**config.mk**
```make
export PLATFORM = sky130hd
export DESIGN_NAME = rtc_top
export DESIGN_NICKNAME = d
export VERILOG_FILES = /design/src/pkg/rtc_pkg.sv /design/src/pkg/cnt_if.sv /design/src/rtc_prescaler.sv /design/src/rtc_wrap_counter.sv /design/src/rtc_top.sv
export VERILOG_INCLUDE_DIRS = /design/src /design/src/pkg
export SDC_FILE = /design/constraint.sdc
export NUM_CORES = 1
export LEC_CHECK = 0
export BUFFER_PORTS_ARGS = -buffer_cell sky130_fd_sc_hd__buf_2
export CAP_MARGIN = 25
export CELL_PAD_IN_SITES_DETAIL_PLACEMENT = 0
export CELL_PAD_IN_SITES_GLOBAL_PLACEMENT = 1
export CORE_ASPECT_RATIO = 1.1
export CORE_MARGIN = 2
export CORE_UTILIZATION = 44
export CTS_CLUSTER_SIZE = 24
export DETAILED_ROUTE_END_ITERATION = 10
export PLACE_DENSITY = 0.78
export SETUP_SLACK_MARGIN = 0.3
export SYNTH_ARGS = -nofsm -noshare
export SYNTH_HDL_FRONTEND = slang
export SYNTH_SLANG_ARGS = --single-unit
```
**constraint.sdc**
```tcl
create_clock -name CLK_SYS_I -period 2.5 [get_ports CLK_SYS_I]
set_clock_uncertainty 0.05 [all_clocks]
set_input_delay 0.75 -clock CLK_SYS_I [delete_from_list [all_inputs] [get_ports CLK_SYS_I]]
set_output_delay 0.75 -clock CLK_SYS_I [all_outputs]
set_load 0.02 [all_outputs]
```
**src/pkg/rtc_params.svh**
```systemverilog
// Offsets, field positions, reset values and timing counts of the RTC
`ifndef RTC_PARAMS_SVH
`define RTC_PARAMS_SVH

`define RTC_XTAL_HZ 32768
`define RTC_TICK_S 1
`define RTC_PRESCALE (`RTC_XTAL_HZ * `RTC_TICK_S)
`define RTC_SEC_MOD 60
`define RTC_MIN_MOD 60
`define RTC_HOUR_MOD 24
`define RTC_DAY_MOD 32768
`define RTC_SW_W 32

`define RTC_OFS_CTRL 8'h00
`define RTC_OFS_TIME 8'h04
`define RTC_OFS_ALARM 8'h08
`define RTC_OFS_SWATCH 8'h0c
`define RTC_OFS_IEN 8'h10
`define RTC_OFS_STAT 8'h14

`define RTC_CTRL_ALM_EN 0
`define RTC_CTRL_DALM_EN 1
`define RTC_CTRL_SW_EN 2
`define RTC_CTRL_WAKE_EN 3
`define RTC_CTRL_W 4
`define RTC_CTRL_RST 4'h0

`define RTC_EV_SEC 0
`define RTC_EV_MIN 1
`define RTC_EV_HOUR 2
`define RTC_EV_DAY 3
`define RTC_EV_ALM 4
`define RTC_EV_DALM 5
`define RTC_EV_SW 6
`define RTC_NEV 7
`define RTC_IEN_RST 7'h00

`define RTC_STAT_TIME_PEND 8
`define RTC_STAT_ALM_PEND 9
`define RTC_STAT_SW_PEND 10
`endif

```
**src/pkg/rtc_pkg.sv**
```systemverilog
// Types shared by the RTC modules
package rtc_pkg;
	typedef struct packed {
		logic [14:0] day;
		logic [4:0] hour;
		logic [5:0] min;
		logic [5:0] sec;
	} time_s;

	typedef enum logic [2:0] {
		ST_IDLE = 3'b001,
		ST_RD = 3'b010,
		ST_WR = 3'b100
	} bus_state_e;
endpackage

```
**src/pkg/cnt_if.sv**
```systemverilog
// Carrier between the RTC core and one cascaded wrap counter
`timescale 1ns/1ns
interface cnt_if #(parameter int W = 6);
	logic inc;
	logic load;
	logic [W-1:0] load_val;
	logic [W-1:0] value;
	logic wrap;
	modport cnt(input inc, input load, input load_val,
		output value, output wrap);
	modport ctl(output inc, output load, output load_val,
		input value, input wrap);
endinterface

```
**src/rtc_prescaler.sv**
```systemverilog
// Crystal edge detector and divider down to the one-second tick
`timescale 1ns/1ns
`include "rtc_params.svh"
module rtc_prescaler #(
	parameter int DIV = `RTC_PRESCALE
) (
	input wire logic clk_i,
	input wire logic rst_i,
	input wire logic xtal_i,
	output logic tick_o
);
	localparam int CW = $clog2(DIV);
	localparam logic [CW-1:0] LAST = CW'(DIV - 1);

	logic xtal_q;
	logic [CW-1:0] cnt;
	wire rise = xtal_i & ~xtal_q;
	wire at_last = (cnt == LAST);

	always_ff @(posedge clk_i) begin
		if (rst_i) begin
			xtal_q <= 1'b0;
			cnt <= '0;
			tick_o <= 1'b0;
		end else begin
			xtal_q <= xtal_i;
			tick_o <= rise & at_last;
			if (rise)
				cnt <= at_last ? '0 : cnt + 1'b1;
		end
	end
endmodule

```
**src/rtc_wrap_counter.sv**
```systemverilog
// One stage of the cascaded time counter, wrapping at MODULUS
`timescale 1ns/1ns
module rtc_wrap_counter #(
	parameter int W = 6,
	parameter int MODULUS = 60
) (
	input wire logic clk_i,
	input wire logic rst_i,
	cnt_if.cnt c
);
	localparam logic [W-1:0] TOP = W'(MODULUS - 1);

	// Out-of-range loads would count past TOP and carry only after wrapping through zero
	wire [W-1:0] load_fix = (c.load_val > TOP) ? '0 : c.load_val;

	assign c.wrap = c.inc & (c.value == TOP);

	always_ff @(posedge clk_i) begin
		if (rst_i)
			c.value <= '0;
		else if (c.load)
			c.value <= load_fix;
		else if (c.inc)
			c.value <= c.wrap ? '0 : c.value + 1'b1;
	end
endmodule

```
**src/rtc_top.sv**
```systemverilog
// Real-time clock with alarms, stopwatch and AHB-Lite register slave
//
// The register addresses and the AHB-Lite interface to the registers were chosen for this implementation.
`timescale 1ns/1ns
`include "rtc_params.svh"
// Function
// - Prescale the 32.768 kHz crystal to a one-second tick driving all counters.
// - Seconds and minutes wrap at 60, hours at 24, each carrying onward.
// - Day counter spans 32768 days, advancing on each hours wrap.
// - Selectable periodic events on second, minute, hour and day rollover.
// - Enabled alarm fires when the running counters equal the alarm value.
// - Time-of-day alarm repeats daily; second alarm also compares the day.
// - Stopwatch loads a programmed start and decrements once per second.
// - Enabled stopwatch raises its event when the count underflows.
// - Any enabled event also raises a wakeup request while the RTC_CTRL_WAKE_EN bit is set.
// - Wakeup request is registered on the system clock, like the counters.
// - Counting, alarms and stopwatch continue while the processor sleeps.
module rtc_top import rtc_pkg::*; #(
	parameter int PRESCALE = `RTC_PRESCALE,
	parameter int SW_W = `RTC_SW_W
) (
	input wire logic CLK_SYS_I,
	input wire logic RST_I,
	input wire logic RTC_XTAL_I,
	input wire logic HSEL_I,
	input wire logic [31:0] HADDR_I,
	input wire logic [1:0] HTRANS_I,
	input wire logic HWRITE_I,
	input wire logic [2:0] HSIZE_I,
	input wire logic [31:0] HWDATA_I,
	input wire logic HREADY_I,
	output logic [31:0] HRDATA_O,
	output logic HREADYOUT_O,
	output logic HRESP_O,
	output logic IRQ_O,
	output logic WAKE_O
);
	logic tick;
	logic tick_d;
	bus_state_e state;
	bus_state_e next_state;
	logic [7:0] a_q;
	logic [`RTC_CTRL_W-1:0] ctrl;
	logic [`RTC_NEV-1:0] ien;
	logic [`RTC_NEV-1:0] stat;
	logic [`RTC_NEV-1:0] next_stat;
	logic [`RTC_NEV-1:0] ev;
	time_s time_new;
	time_s alarm_new;
	time_s alarm_q;
	time_s cur;
	logic time_pend;
	logic alm_pend;
	logic sw_pend;
	logic [SW_W-1:0] sw_new;
	logic [SW_W-1:0] sw_cnt;

	cnt_if #(.W(6)) sec_c();
	cnt_if #(.W(6)) min_c();
	cnt_if #(.W(5)) hour_c();
	cnt_if #(.W(15)) day_c();

	// Crystal is sampled as a synchronous input; the tick is one cycle
	rtc_prescaler #(.DIV(PRESCALE)) u_pre (
		.clk_i(CLK_SYS_I),
		.rst_i(RST_I),
		.xtal_i(RTC_XTAL_I),
		.tick_o(tick)
	);

	// Cascade: each stage counts on the wrap of the stage below
	assign sec_c.inc = tick & ~time_pend;
	assign min_c.inc = sec_c.wrap;
	assign hour_c.inc = min_c.wrap;
	assign day_c.inc = hour_c.wrap;

	// A pending time write replaces the increment at the next tick
	assign sec_c.load = tick & time_pend;
	assign min_c.load = tick & time_pend;
	assign hour_c.load = tick & time_pend;
	assign day_c.load = tick & time_pend;
	assign sec_c.load_val = time_new.sec;
	assign min_c.load_val = time_new.min;
	assign hour_c.load_val = time_new.hour;
	assign day_c.load_val = time_new.day;

	rtc_wrap_counter #(.W(6), .MODULUS(`RTC_SEC_MOD)) u_sec (
		.clk_i(CLK_SYS_I),
		.rst_i(RST_I),
		.c(sec_c)
	);
	rtc_wrap_counter #(.W(6), .MODULUS(`RTC_MIN_MOD)) u_min (
		.clk_i(CLK_SYS_I),
		.rst_i(RST_I),
		.c(min_c)
	);
	rtc_wrap_counter #(.W(5), .MODULUS(`RTC_HOUR_MOD)) u_hour (
		.clk_i(CLK_SYS_I),
		.rst_i(RST_I),
		.c(hour_c)
	);
	rtc_wrap_counter #(.W(15), .MODULUS(`RTC_DAY_MOD)) u_day (
		.clk_i(CLK_SYS_I),
		.rst_i(RST_I),
		.c(day_c)
	);

	assign cur = {day_c.value, hour_c.value, min_c.value, sec_c.value};

	// Alarm compare runs one cycle after the tick, on settled counters
	wire tod_match = (cur.hour == alarm_q.hour) &&
		(cur.min == alarm_q.min) && (cur.sec == alarm_q.sec);
	wire day_match = tod_match && (cur.day == alarm_q.day);

	// Stopwatch only counts while enabled; underflow wraps to all ones
	wire sw_en = ctrl[`RTC_CTRL_SW_EN];
	wire sw_under = tick & ~sw_pend & sw_en & (sw_cnt == '0);

	assign ev[`RTC_EV_SEC] = tick;
	assign ev[`RTC_EV_MIN] = sec_c.wrap;
	assign ev[`RTC_EV_HOUR] = min_c.wrap;
	assign ev[`RTC_EV_DAY] = hour_c.wrap;
	assign ev[`RTC_EV_ALM] =
		tick_d & ctrl[`RTC_CTRL_ALM_EN] & tod_match;
	assign ev[`RTC_EV_DALM] =
		tick_d & ctrl[`RTC_CTRL_DALM_EN] & day_match;
	assign ev[`RTC_EV_SW] = sw_under;

	// Bus slave decode
	wire addr_ok = HSEL_I & HTRANS_I[1] & HREADY_I;
	wire wr_en = (state == ST_WR);
	wire wr_ctrl = wr_en & (a_q == `RTC_OFS_CTRL);
	wire wr_time = wr_en & (a_q == `RTC_OFS_TIME);
	wire wr_alarm = wr_en & (a_q == `RTC_OFS_ALARM);
	wire wr_sw = wr_en & (a_q == `RTC_OFS_SWATCH);
	wire wr_ien = wr_en & (a_q == `RTC_OFS_IEN);
	wire wr_stat = wr_en & (a_q == `RTC_OFS_STAT);

	// Write-one-to-clear; a set in the same cycle wins over the clear
	wire [`RTC_NEV-1:0] stat_clr =
		wr_stat ? HWDATA_I[`RTC_NEV-1:0] : '0;
	assign next_stat = (stat & ~stat_clr) | ev;
	wire any_evt = |(next_stat & ien);

	wire [31:0] stat_word = {21'h000000, sw_pend, alm_pend, time_pend,
		1'b0, stat};
	wire [31:0] rd_mux =
		(a_q == `RTC_OFS_CTRL) ? {28'h0000000, ctrl} :
		(a_q == `RTC_OFS_TIME) ? cur :
		(a_q == `RTC_OFS_ALARM) ? alarm_q :
		(a_q == `RTC_OFS_SWATCH) ? 32'(sw_cnt) :
		(a_q == `RTC_OFS_IEN) ? {25'h0000000, ien} :
		(a_q == `RTC_OFS_STAT) ? stat_word : 32'h00000000;

	// Reads take one wait state so a preceding CTRL, IEN or STAT write is visible
	always_comb begin
		case (state)
			ST_IDLE, ST_WR: begin
				if (addr_ok)
					next_state = HWRITE_I ? ST_WR : ST_RD;
				else
					next_state = ST_IDLE;
			end
			ST_RD: next_state = ST_IDLE;
			default: next_state = ST_IDLE;
		endcase
	end

	always_ff @(posedge CLK_SYS_I) begin
		if (RST_I) begin
			state <= ST_IDLE;
			a_q <= 8'h00;
			HREADYOUT_O <= 1'b1;
			HRDATA_O <= 32'h00000000;
			HRESP_O <= 1'b0;
		end else begin
			state <= next_state;
			HREADYOUT_O <= (next_state != ST_RD);
			HRESP_O <= 1'b0;
			if (addr_ok)
				a_q <= HADDR_I[7:0];
			if (state == ST_RD)
				HRDATA_O <= rd_mux;
		end
	end

	// Software-written configuration
	always_ff @(posedge CLK_SYS_I) begin
		if (RST_I) begin
			ctrl <= `RTC_CTRL_RST;
			ien <= `RTC_IEN_RST;
		end else begin
			if (wr_ctrl)
				ctrl <= HWDATA_I[`RTC_CTRL_W-1:0];
			if (wr_ien)
				ien <= HWDATA_I[`RTC_NEV-1:0];
		end
	end

	// Staged values wait here until the next one-second boundary
	always_ff @(posedge CLK_SYS_I) begin
		if (RST_I) begin
			time_new <= '0;
			alarm_new <= '0;
			sw_new <= '0;
		end else begin
			if (wr_time)
				time_new <= time_s'(HWDATA_I);
			if (wr_alarm)
				alarm_new <= time_s'(HWDATA_I);
			if (wr_sw)
				sw_new <= HWDATA_I[SW_W-1:0];
		end
	end

	// A write in the tick cycle stays pending for the following tick
	always_ff @(posedge CLK_SYS_I) begin
		if (RST_I) begin
			time_pend <= 1'b0;
			alm_pend <= 1'b0;
			sw_pend <= 1'b0;
		end else begin
			time_pend <= wr_time | (time_pend & ~tick);
			alm_pend <= wr_alarm | (alm_pend & ~tick);
			sw_pend <= wr_sw | (sw_pend & ~tick);
		end
	end

	always_ff @(posedge CLK_SYS_I) begin
		if (RST_I)
			alarm_q <= '0;
		else if (tick & alm_pend)
			alarm_q <= alarm_new;
	end

	always_ff @(posedge CLK_SYS_I) begin
		if (RST_I)
			sw_cnt <= '0;
		else if (tick & sw_pend)
			sw_cnt <= sw_new;
		else if (tick & sw_en)
			sw_cnt <= sw_cnt - 1'b1;
	end

	// Timekeeping never stops for low-power states; only RST_I or missing crystal edges halt it
	always_ff @(posedge CLK_SYS_I) begin
		if (RST_I) begin
			tick_d <= 1'b0;
			stat <= '0;
			IRQ_O <= 1'b0;
			WAKE_O <= 1'b0;
		end else begin
			tick_d <= tick;
			stat <= next_stat;
			IRQ_O <= any_evt;
			// Registered level, so it holds without further bus traffic
			WAKE_O <= any_evt & ctrl[`RTC_CTRL_WAKE_EN];
		end
	end
endmodule

```
# After elaboration in Yosys (flattened, before gate mapping)
# Index checks and enable logic that the tools add are counted.
[word_totals] regBits=277 inputBits=75 output_inout_bits=36 word_cells=144
[classes] addsub=6 n_lt_le_gt_ge=4 n_eq_ne=18 mux=29 n_bitwise=41 n_reduce_logical=12
[op_table] cell="two-way mux 32 bit" n=6
[op_table] cell="two-way mux 15 bit" n=5
[op_table] cell="two-way mux 6 bit" n=8
[op_table] cell="logical NOT 32 bit" n=1
[op_table] cell="subtractor 32 x 1 -> 32 bit, second input constant" n=1
[op_table] cell="adder 15 x 1 -> 15 bit, second input constant" n=2
[op_table] cell="bitwise AND 1 bit" n=30
[op_table] cell="== test 15 bit, second input constant" n=2
[op_table] cell="two-way mux 11 bit" n=2
[op_table] cell="two-way mux 5 bit" n=4
[op_table] cell="== test 8 x 4 -> 1 bit, second input constant" n=2
[op_table] cell="== test 8 x 5 -> 1 bit, second input constant" n=2
[op_table] cell="== test 15 bit" n=1
[op_table] cell="greater-than comparator 15 bit, second input constant" n=1
[op_table] cell="bitwise AND 7 bit" n=2
[op_table] cell="adder 6 x 1 -> 6 bit, second input constant" n=2
[op_table] cell="== test 6 bit" n=2
[op_table] cell="== test 6 bit, second input constant" n=2
[op_table] cell="greater-than comparator 6 bit, second input constant" n=2
[op_table] cell="nonzero test 2 bit" n=5
[op_table] cell="two-way mux 3 bit" n=3
[op_table] cell="== test 8 x 3 -> 1 bit, second input constant" n=1
[op_table] cell="logical NOT 8 bit" n=1
[op_table] cell="two-way mux 7 bit" n=1
[op_table] cell="other kinds (15)" n=22

# Longest topological paths before layout
# Gate-level depths: netlist (run 1).
[logic_depth] depth_word=9 ltp_mapped=8 mapped_depth_nobuf=7

# By module
# A second synthesis (run 1) with hierarchy kept.
[unflattened] cells_unflattened=1590 area_unflattened_um2=12842.3
[modules_own_cells] module="rtc_top" instances=1 cells_each=1247 area_per_inst_um2=9977.1 seq_area_each_um2=4564.4
[modules_own_cells] module="rtc_wrap_counter at u_day" instances=1 cells_each=121 area_per_inst_um2=962.2 seq_area_each_um2=300.3
[modules_own_cells] module="rtc_prescaler" instances=1 cells_each=83 area_per_inst_um2=804.5 seq_area_each_um2=340.3
[modules_own_cells] module="rtc_wrap_counter at u_min ..." instances=2 cells_each=50 area_per_inst_um2=392.9 seq_area_each_um2=120.1
[modules_own_cells] module="rtc_wrap_counter at u_hour" instances=1 cells_each=39 area_per_inst_um2=312.8 seq_area_each_um2=100.1

# Least setup slack after synthesis (run 1)
# OpenSTA, ideal clock, no wires.
[synth_timing] kind="flip-flop to flip-flop" start="register sw_cnt[24]" end="register IRQ_O" setup_ns=0.070 t_arrival_ns=2.073 required_time_ns=2.380 setup_slack_ns=0.306 path_stages_with_launch=8 path_buffers=1 synth_period_minus_slack_ns=2.194 cell_sequence="dfxtp_1 buf_6 or4_4 or4_1 o41a_1 o21ai_1 a2111oi_1 a21oi_1"
[synth_between] elab_chain_len=5
[synth_lines] element="start, declared" line_no="rtc_top.sv:56" rtl="logic [SW_W-1:0] sw_cnt;"
[synth_lines] element="start signal, assigned" line_no="rtc_top.sv:240" rtl="sw_cnt <= sw_new;"
[synth_lines] element="start signal, assigned" line_no="rtc_top.sv:242" rtl="sw_cnt <= sw_cnt - 1'b1;"
[synth_lines] element="logical NOT 32 bit" line_no="rtc_top.sv:117" rtl="wire sw_under = tick & ~sw_pend & sw_en & (sw_cnt == '0);"
[synth_lines] element="bitwise AND 1 bit" line_no="rtc_top.sv:117"
[synth_lines] element="bitwise OR 7 bit" line_no="rtc_top.sv:142" rtl="assign next_stat = (stat & ~stat_clr) | ev;"
[synth_lines] element="bitwise AND 7 bit" line_no="rtc_top.sv:143" rtl="wire any_evt = |(next_stat & ien);"
[synth_lines] element="OR reduction 7 bit" line_no="rtc_top.sv:143"
[synth_lines] element="end signal, assigned" line_no="rtc_top.sv:255" rtl="IRQ_O <= any_evt;"
[synth_lines] element="end, declared" line_no="rtc_top.sv:35" rtl="output logic IRQ_O,"
# Every way passes these cells.
# A chain may end at the register's enable or synchronous reset.

# Worst setup path in the final report (run 1)
# Same ends and word-level chain as after synthesis.

==> results of run 1 <==
-- stage by stage --
stage,power [W],setup slack [ps]
final,0.00917,214
after CTS,0.00922,216
after global placement,0.00483,86.1
after global routing,0.00944,170
after detailed placement,0.00483,88.2
after floorplan,0.00468,306
-- layer usage --
layer	track usage	up-vias
met4	0.0733	0
met3	0.0404	74
met1	0.390	5362
met5	0	-
met2	0.395	412
li1	-	5597
-- power groups by stage --
stage / sequential (W) / clock, W / combinational [W]
2_1_floorplan: 0.00454 / 0 / 0.000143
3_3_place_gp: 0.00454 / 0 / 0.000287
3_5_place_dp: 0.00454 / 0 / 0.000287
4_1_cts: 0.00444 / 0.00449 / 0.000290
5_1_grt: 0.00444 / 0.00468 / 0.000314
6_report: 0.00444 / 0.00443 / 0.000296
-- cell type report --
type | instances | area share
clock inverter | 12 | 0.00819
clock buffer | 41 | 0.0589
multi-input combinational | 1153 | 0.439
timing repair buffer | 173 | 0.0801
inverter | 16 | 0.00410
sequential | 277 | 0.379
tap | 363 | 0.0310
-- flip-flops by register name, indices dropped and copies added (netlist names), 3 cells and up --
signal	flops
sw_new	32
HRDATA_O	32
sw_cnt	32
u_min.c.value	6
hour_c.load_val	5
stat	7
a_q	8
sec_c.load_val	6
u_hour.c.value	5
u_sec.c.value	6
u_pre.cnt	15
alarm_q	32
min_c.load_val	6
u_day.c.value	15
alarm_new	32
ien	7
state	3
ctrl	4
day_c.load_val	15
-- logic make-up after synthesis --
family	Yosys count
buffers and inverters	127
adder cells (fa/ha/maj)	7
XOR/XNOR	69
multiplexers	41
flip-flops	277
other	1
AO/OA/AOI/OAI	366
AND/OR/NAND/NOR	669
-- worst max-delay path, stage by stage (launching register included) --
cell and delay, ps:
dfxtp_1 310, or4_4 540, or4_4 460, o41a_1 410, o21ai_2 180, a2111oi_2 90, a21oi_1 180
-- cells in the mapped netlist, types with 4 or more instances --
master / n
xnor2_1: 33
nor4_1: 12
and2_1: 5
and3_1: 11
or4_1: 4
clkbuf_1: 94
buf_1: 7
mux2i_1: 36
ha_1: 7
buf_2: 7
a221oi_1: 11
or3_1: 6
a22oi_1: 17
nor3b_1: 5
nor3_1: 23
o21ai_0: 34
mux2_2: 5
inv_1: 15
nand2b_1: 13
nand2_1: 344
xor2_1: 36
o31ai_1: 4
nand4b_1: 5
nand3_1: 36
o211ai_1: 6
a222oi_1: 12
a311oi_1: 7
nor2_1: 156
dfxtp_1: 277
nor2b_1: 6
nand4_1: 21
a211oi_1: 38
a21oi_1: 204
a31oi_1: 5
-- worst max-delay path by stage --
| stage | slack, ps | to | cells past startpoint |
|---|---|---|---|
| after floorplan | 310 | IRQ_O$_SDFF_PP0_ | 7 |
| after detailed placement | 90 | IRQ_O$_SDFF_PP0_ | 6 |
| final | 210 | IRQ_O$_SDFF_PP0_ | 6 |
| after global routing | 170 | IRQ_O$_SDFF_PP0_ | 6 |
| after global placement | 90 | WAKE_O$_SDFF_PP0_ | 6 |
| after CTS | 220 | IRQ_O$_SDFF_PP0_ | 6 |
-- repair_timing --
item | in CTS | in global routing
cloned | 0 | 0
setup buffers | 2 | 7
setup endpoints to repair | 29 | 27
gates resized for setup | 5 | 26
hold buffers | 0 | 0
pin swaps | 5 | 12
==> metrics.csv, run 1 <==
metric;value;unit
area grow syn2layout;18.6;%
Max IR drop VDD;0.467;mV
global-route wire length before repair;60.7;mm
Vias;11445;
max_slew headroom;0.258;
FF/Latch Area;0.00556;sq mm
# DRC;0;
#FFs+latches synth;277;
Final min period;2290;ps
CTS max path bufs;3;
status;finished clean;
synth top area cells;dfxtp_1 45%, nand2_1 10%, a21oi_1 8.3%, nor2_1 4.7%, mux2i_1 2.9%;
critical path peak fanout;3;
crit path from;sw_cnt[24]$_SDFFE_PP0P_;
Switching Share;0.223;
share of the synthesized area in the top cell type;0.448;
# fillers;2741;
Worst-Margin Slew;1100;ps
number of DRC markers in iteration 0;1304;
met3 WL post-DR;2.92;mm
final wirelength;39.5;mm
routed len/inst;19.4;um
largest net degree at the start of global routing;56;
PD cells;625;mW/mm^2
final setup fails;0;
Ports;111;
RSZ-0062 raised after global routing;true;
clock transition at the registers of the reported paths;60;ps
post-synth top area cell;dfxtp_1;
core area;0.0277;sq mm
internal reg-to-reg setup slack;210;ps
pins over their slew limit;0;
r2r startpoint;sw_cnt[24]$_SDFFE_PP0P_;
Post-Synth XOR/XNOR Area;0.0489;
HP Start;HWRITE_I;
mapped cell area;0.0124;sq mm
Hold WS;381;ps
initial antenna violation count;0;
uppermost layer routed;met4;
WHS Endpoint;HREADYOUT_O$_SDFF_PP1_;
max-cap violation count;0;
R2R depth;6;
die area;0.0295;sq mm
Initial Util;0.446;
type of the worst setup path;reg2reg;
Setup TNS Final;0;ps
Netlist cell types;70;
Non-Filler Cell Area, Final;0.0147;sq mm
PortBufs;81;
number of synthesized flops with an enable pin;0;
Syn Area/Cell;7.94;sq um
Met2 Routed Length;17.0;mm
synthesized netlist cell count;1557;
CP arrival;2720;ps
sequential share of power;0.485;
most common cell after layout, fill and taps aside;nand2_1;
Critical Path RT;2940;ps
post-synthesis adder-cell area fraction;0.00708;
Hold/Removal Path Class;in2reg;
area of the multi-input gates;0.00643;sq mm
Crit. End Element;flop;
DP Cell Count;1973;
Chip Height;180;um
fmax;437;MHz
Skew-Pair Late Insertion Delay;560;ps
CP Launch Type;flop;
placer congestion estimate;0.944;
P_sw;0.00204;W
WHS Path Cells;3;
CTS tree;done;
post-synthesis simple-gate area fraction;0.242;
post-synthesis mux area share;0.0337;
Comb pwr share;0.032;
final net count;1733;
layout cells sized above 1;0.161;
Fin. Hold Viols;0;
Clock power frac;0.483;
highest-count cells in the layout ignoring fill and taps;343 x nand2_1, 270 x dfxtp_1, 204 x a21oi_1, 154 x nor2_1, 85 x buf_4;
Antenna Violating Nets Remaining;0;
static leakage;5.21;nW
async set-reset flop share out of synthesis;0;
fin cells;2035;
post-detail-place hpwl;27.5;mm
net count after synthesis;1639;
drt pass-1 iters;6;
compound-cell area share of the yosys netlist;0.180;
chip width;164;um
post-synthesis sequential area ratio;0.448;
GRT overflow;0;
TritonCTS Buffers;30;
Final Cycle Share;0.914;
Ys Warns;0;
Total GRT Usage;0.263;
Internal;0.00712;W
ys flop type;dfxtp_1;
drt via density;5.62;
Rows;64;
wl on met1;18.5;mm
Worst R2R End;IRQ_O$_SDFF_PP0_;
final core utilization;0.529;
H-tree depth;1;
Root Buffer;clkbuf_16;
post-placement cell area;0.0135;sq mm
main combinational cell family by area after synthesis;simple AND/OR/NAND/NOR gates;
antenna cells;0;
Num Clock Sinks;277;
vias in the first global route;10525;
Power figures use the tool's default switching activity.
==> run 2, diff against run 1 <==
--- a/config.mk
+++ b/config.mk
@@ -6,15 +6,15 @@
 export SDC_FILE = /design/constraint.sdc
 export NUM_CORES = 1
 export LEC_CHECK = 0
-export BUFFER_PORTS_ARGS = -buffer_cell sky130_fd_sc_hd__buf_2
 export CAP_MARGIN = 25
 export CELL_PAD_IN_SITES_DETAIL_PLACEMENT = 0
 export CELL_PAD_IN_SITES_GLOBAL_PLACEMENT = 1
 export CORE_ASPECT_RATIO = 1.1
 export CORE_MARGIN = 2
-export CORE_UTILIZATION = 44
+export CORE_UTILIZATION = 47
 export CTS_CLUSTER_SIZE = 24
 export DETAILED_ROUTE_END_ITERATION = 10
+export DONT_BUFFER_PORTS = 1
 export PLACE_DENSITY = 0.78
 export SETUP_SLACK_MARGIN = 0.3
 export SYNTH_ARGS = -nofsm -noshare
==> metrics.csv, run 2 (synthesized netlist as in run 1, its figures left out) <==
metric;value;unit
clock transition at the registers of the reported paths;60;ps
GRT overflow;0;
die area;0.0276;sq mm
CP arrival;2730;ps
Rows;62;
Hold/Removal Path Class;in2reg;
antenna cells;0;
Fin. Hold Viols;0;
PD cells;644;mW/mm^2
layout cells sized above 1;0.110;
WHS Path Cells;1;
most common cell after layout, fill and taps aside;nand2_1;
CTS tree;done;
pins over their slew limit;0;
Vias;11218;
type of the worst setup path;reg2reg;
max_slew headroom;0.394;
most used cell, CP;or4_4;
critical path peak fanout;3;
status;finished clean;
largest net degree at the start of global routing;262;
Ports;111;
post-detail-place hpwl;26.2;mm
internal reg-to-reg setup slack;210;ps
slowest stage delay, CP;550;ps
final wirelength;38.3;mm
WP buf/inv;0;
Final min period;2290;ps
Crit. End Element;flop;
cell with the largest stage delay on the worst path;or4_4;
post-placement cell area;0.0129;sq mm
vias in the first global route;10270;
final net count;1642;
CP top delay family;simple AND/OR/NAND/NOR gates;
H-tree depth;1;
highest-count cells in the layout ignoring fill and taps;343 x nand2_1, 272 x dfxtp_1, 204 x a21oi_1, 153 x nor2_1, 79 x buf_4;
HP Start;RST_I;
fmax;437;MHz
final setup fails;0;
CTS max path bufs;3;
static leakage;4.78;nW
critical path cell sequence;or4_4 > or4_4 > o41a_1 > o21ai_2 > a2111oi_2 > a21oi_1;
Final Cycle Share;0.916;
Chip Height;174;um
area grow syn2layout;14.4;%
Total GRT Usage;0.274;
r2r startpoint;sw_cnt[24]$_SDFFE_PP0P_;
Antenna Violating Nets Remaining;0;
Non-Filler Cell Area, Final;0.0141;sq mm
Num Clock Sinks;277;
R2R depth;6;
hold buffers post-CTS;0;
# DRC;0;
CP Launch Type;flop;
RSZ-0062 raised after global routing;true;
chip width;159;um
PortBufs;0;
initial antenna violation count;0;
drt via density;5.80;
Worst R2R End;IRQ_O$_SDFF_PP0_;
TritonCTS Buffers;30;
Critical Path RT;2940;ps
Skew-Pair Late Insertion Delay;570;ps
drt pass-1 iters;7;
number of DRC markers in iteration 0;1388;
global-route wire length before repair;59.0;mm
Initial Util;0.476;
wl on met1;17.6;mm
core area;0.0260;sq mm
routed len/inst;19.8;um
Max IR drop VDD;0.476;mV
uppermost layer routed;met4;
placer congestion estimate;0.895;
Worst-Margin Slew;899;ps
Root Buffer;clkbuf_16;
met3 WL post-DR;3.09;mm
WHS Endpoint;HRDATA_O[21]$_SDFFE_PP0N_;
Met2 Routed Length;16.6;mm
max-cap violation count;0;
Setup TNS Final;0;ps
## run 2: how the worst max path moves through the flow
stage | depth (start not counted) | end | from | slack (ps)
2_1_floorplan | 7 | IRQ_O$_SDFF_PP0_ | sw_cnt[24]$_SDFFE_PP0P_ | 310
3_3_place_gp | 6 | WAKE_O$_SDFF_PP0_ | sw_cnt[24]$_SDFFE_PP0P_ | 80
3_5_place_dp | 6 | IRQ_O$_SDFF_PP0_ | sw_cnt[24]$_SDFFE_PP0P_ | 80
4_1_cts | 6 | IRQ_O$_SDFF_PP0_ | sw_cnt[24]$_SDFFE_PP0P_ | 220
5_1_grt | 6 | IRQ_O$_SDFF_PP0_ | sw_cnt[24]$_SDFFE_PP0P_ | 120
6_report | 6 | IRQ_O$_SDFF_PP0_ | sw_cnt[24]$_SDFFE_PP0P_ | 210
## run 2: area by class of cell
class,count,area [sq um]
Clock inverter,12,141
Inverter,16,60.1
Sequential cell,277,5550
Fill cell,2529,11800
Timing Repair Buffer,82,653
Multi-Input combinational cell,1153,6430
Tap cell,352,440
Clock buffer,42,867
## run 2: routing by layer
| metal | GRT usage | up-vias |
|---|---|---|
| met5 | 0 | - |
| met4 | 0.0785 | 0 |
| met1 | 0.417 | 5289 |
| met3 | 0.0339 | 58 |
| li1 | - | 5422 |
| met2 | 0.406 | 449 |
## run 2: power breakdown
part	internal [W]	switching, W	total (W)
Clock	0.00271	0.00183	0.00454
Sequential	0.00443	0.0000165	0.00444
Combinational	0.0000542	0.0000741	0.000128
## run 2: repair_timing
action                                  CTS  global route
setup buffers                             4             9
pin swaps                                 3            13
endpoints found under the setup margin   26            27
resized for setup                         4            24
hold endpoints to repair                  0             0
## run 2: per-stage QoR
step / hold WS [ps] / instances / utilization / total power (W) / setup slack, ps
after CTS: 213 / 1925 / 0.539 / 0.00918 / 220
after global placement: 384 / 1867 / 0.498 / 0.00466 / 78.9
after floorplan: 375 / 1557 / - / 0.00468 / 306
final: 215 / 1934 / 0.544 / 0.00911 / 211
after global routing: 201 / 1934 / 0.544 / 0.00937 / 115
after detailed placement: 389 / 1867 / 0.498 / 0.00466 / 79.4
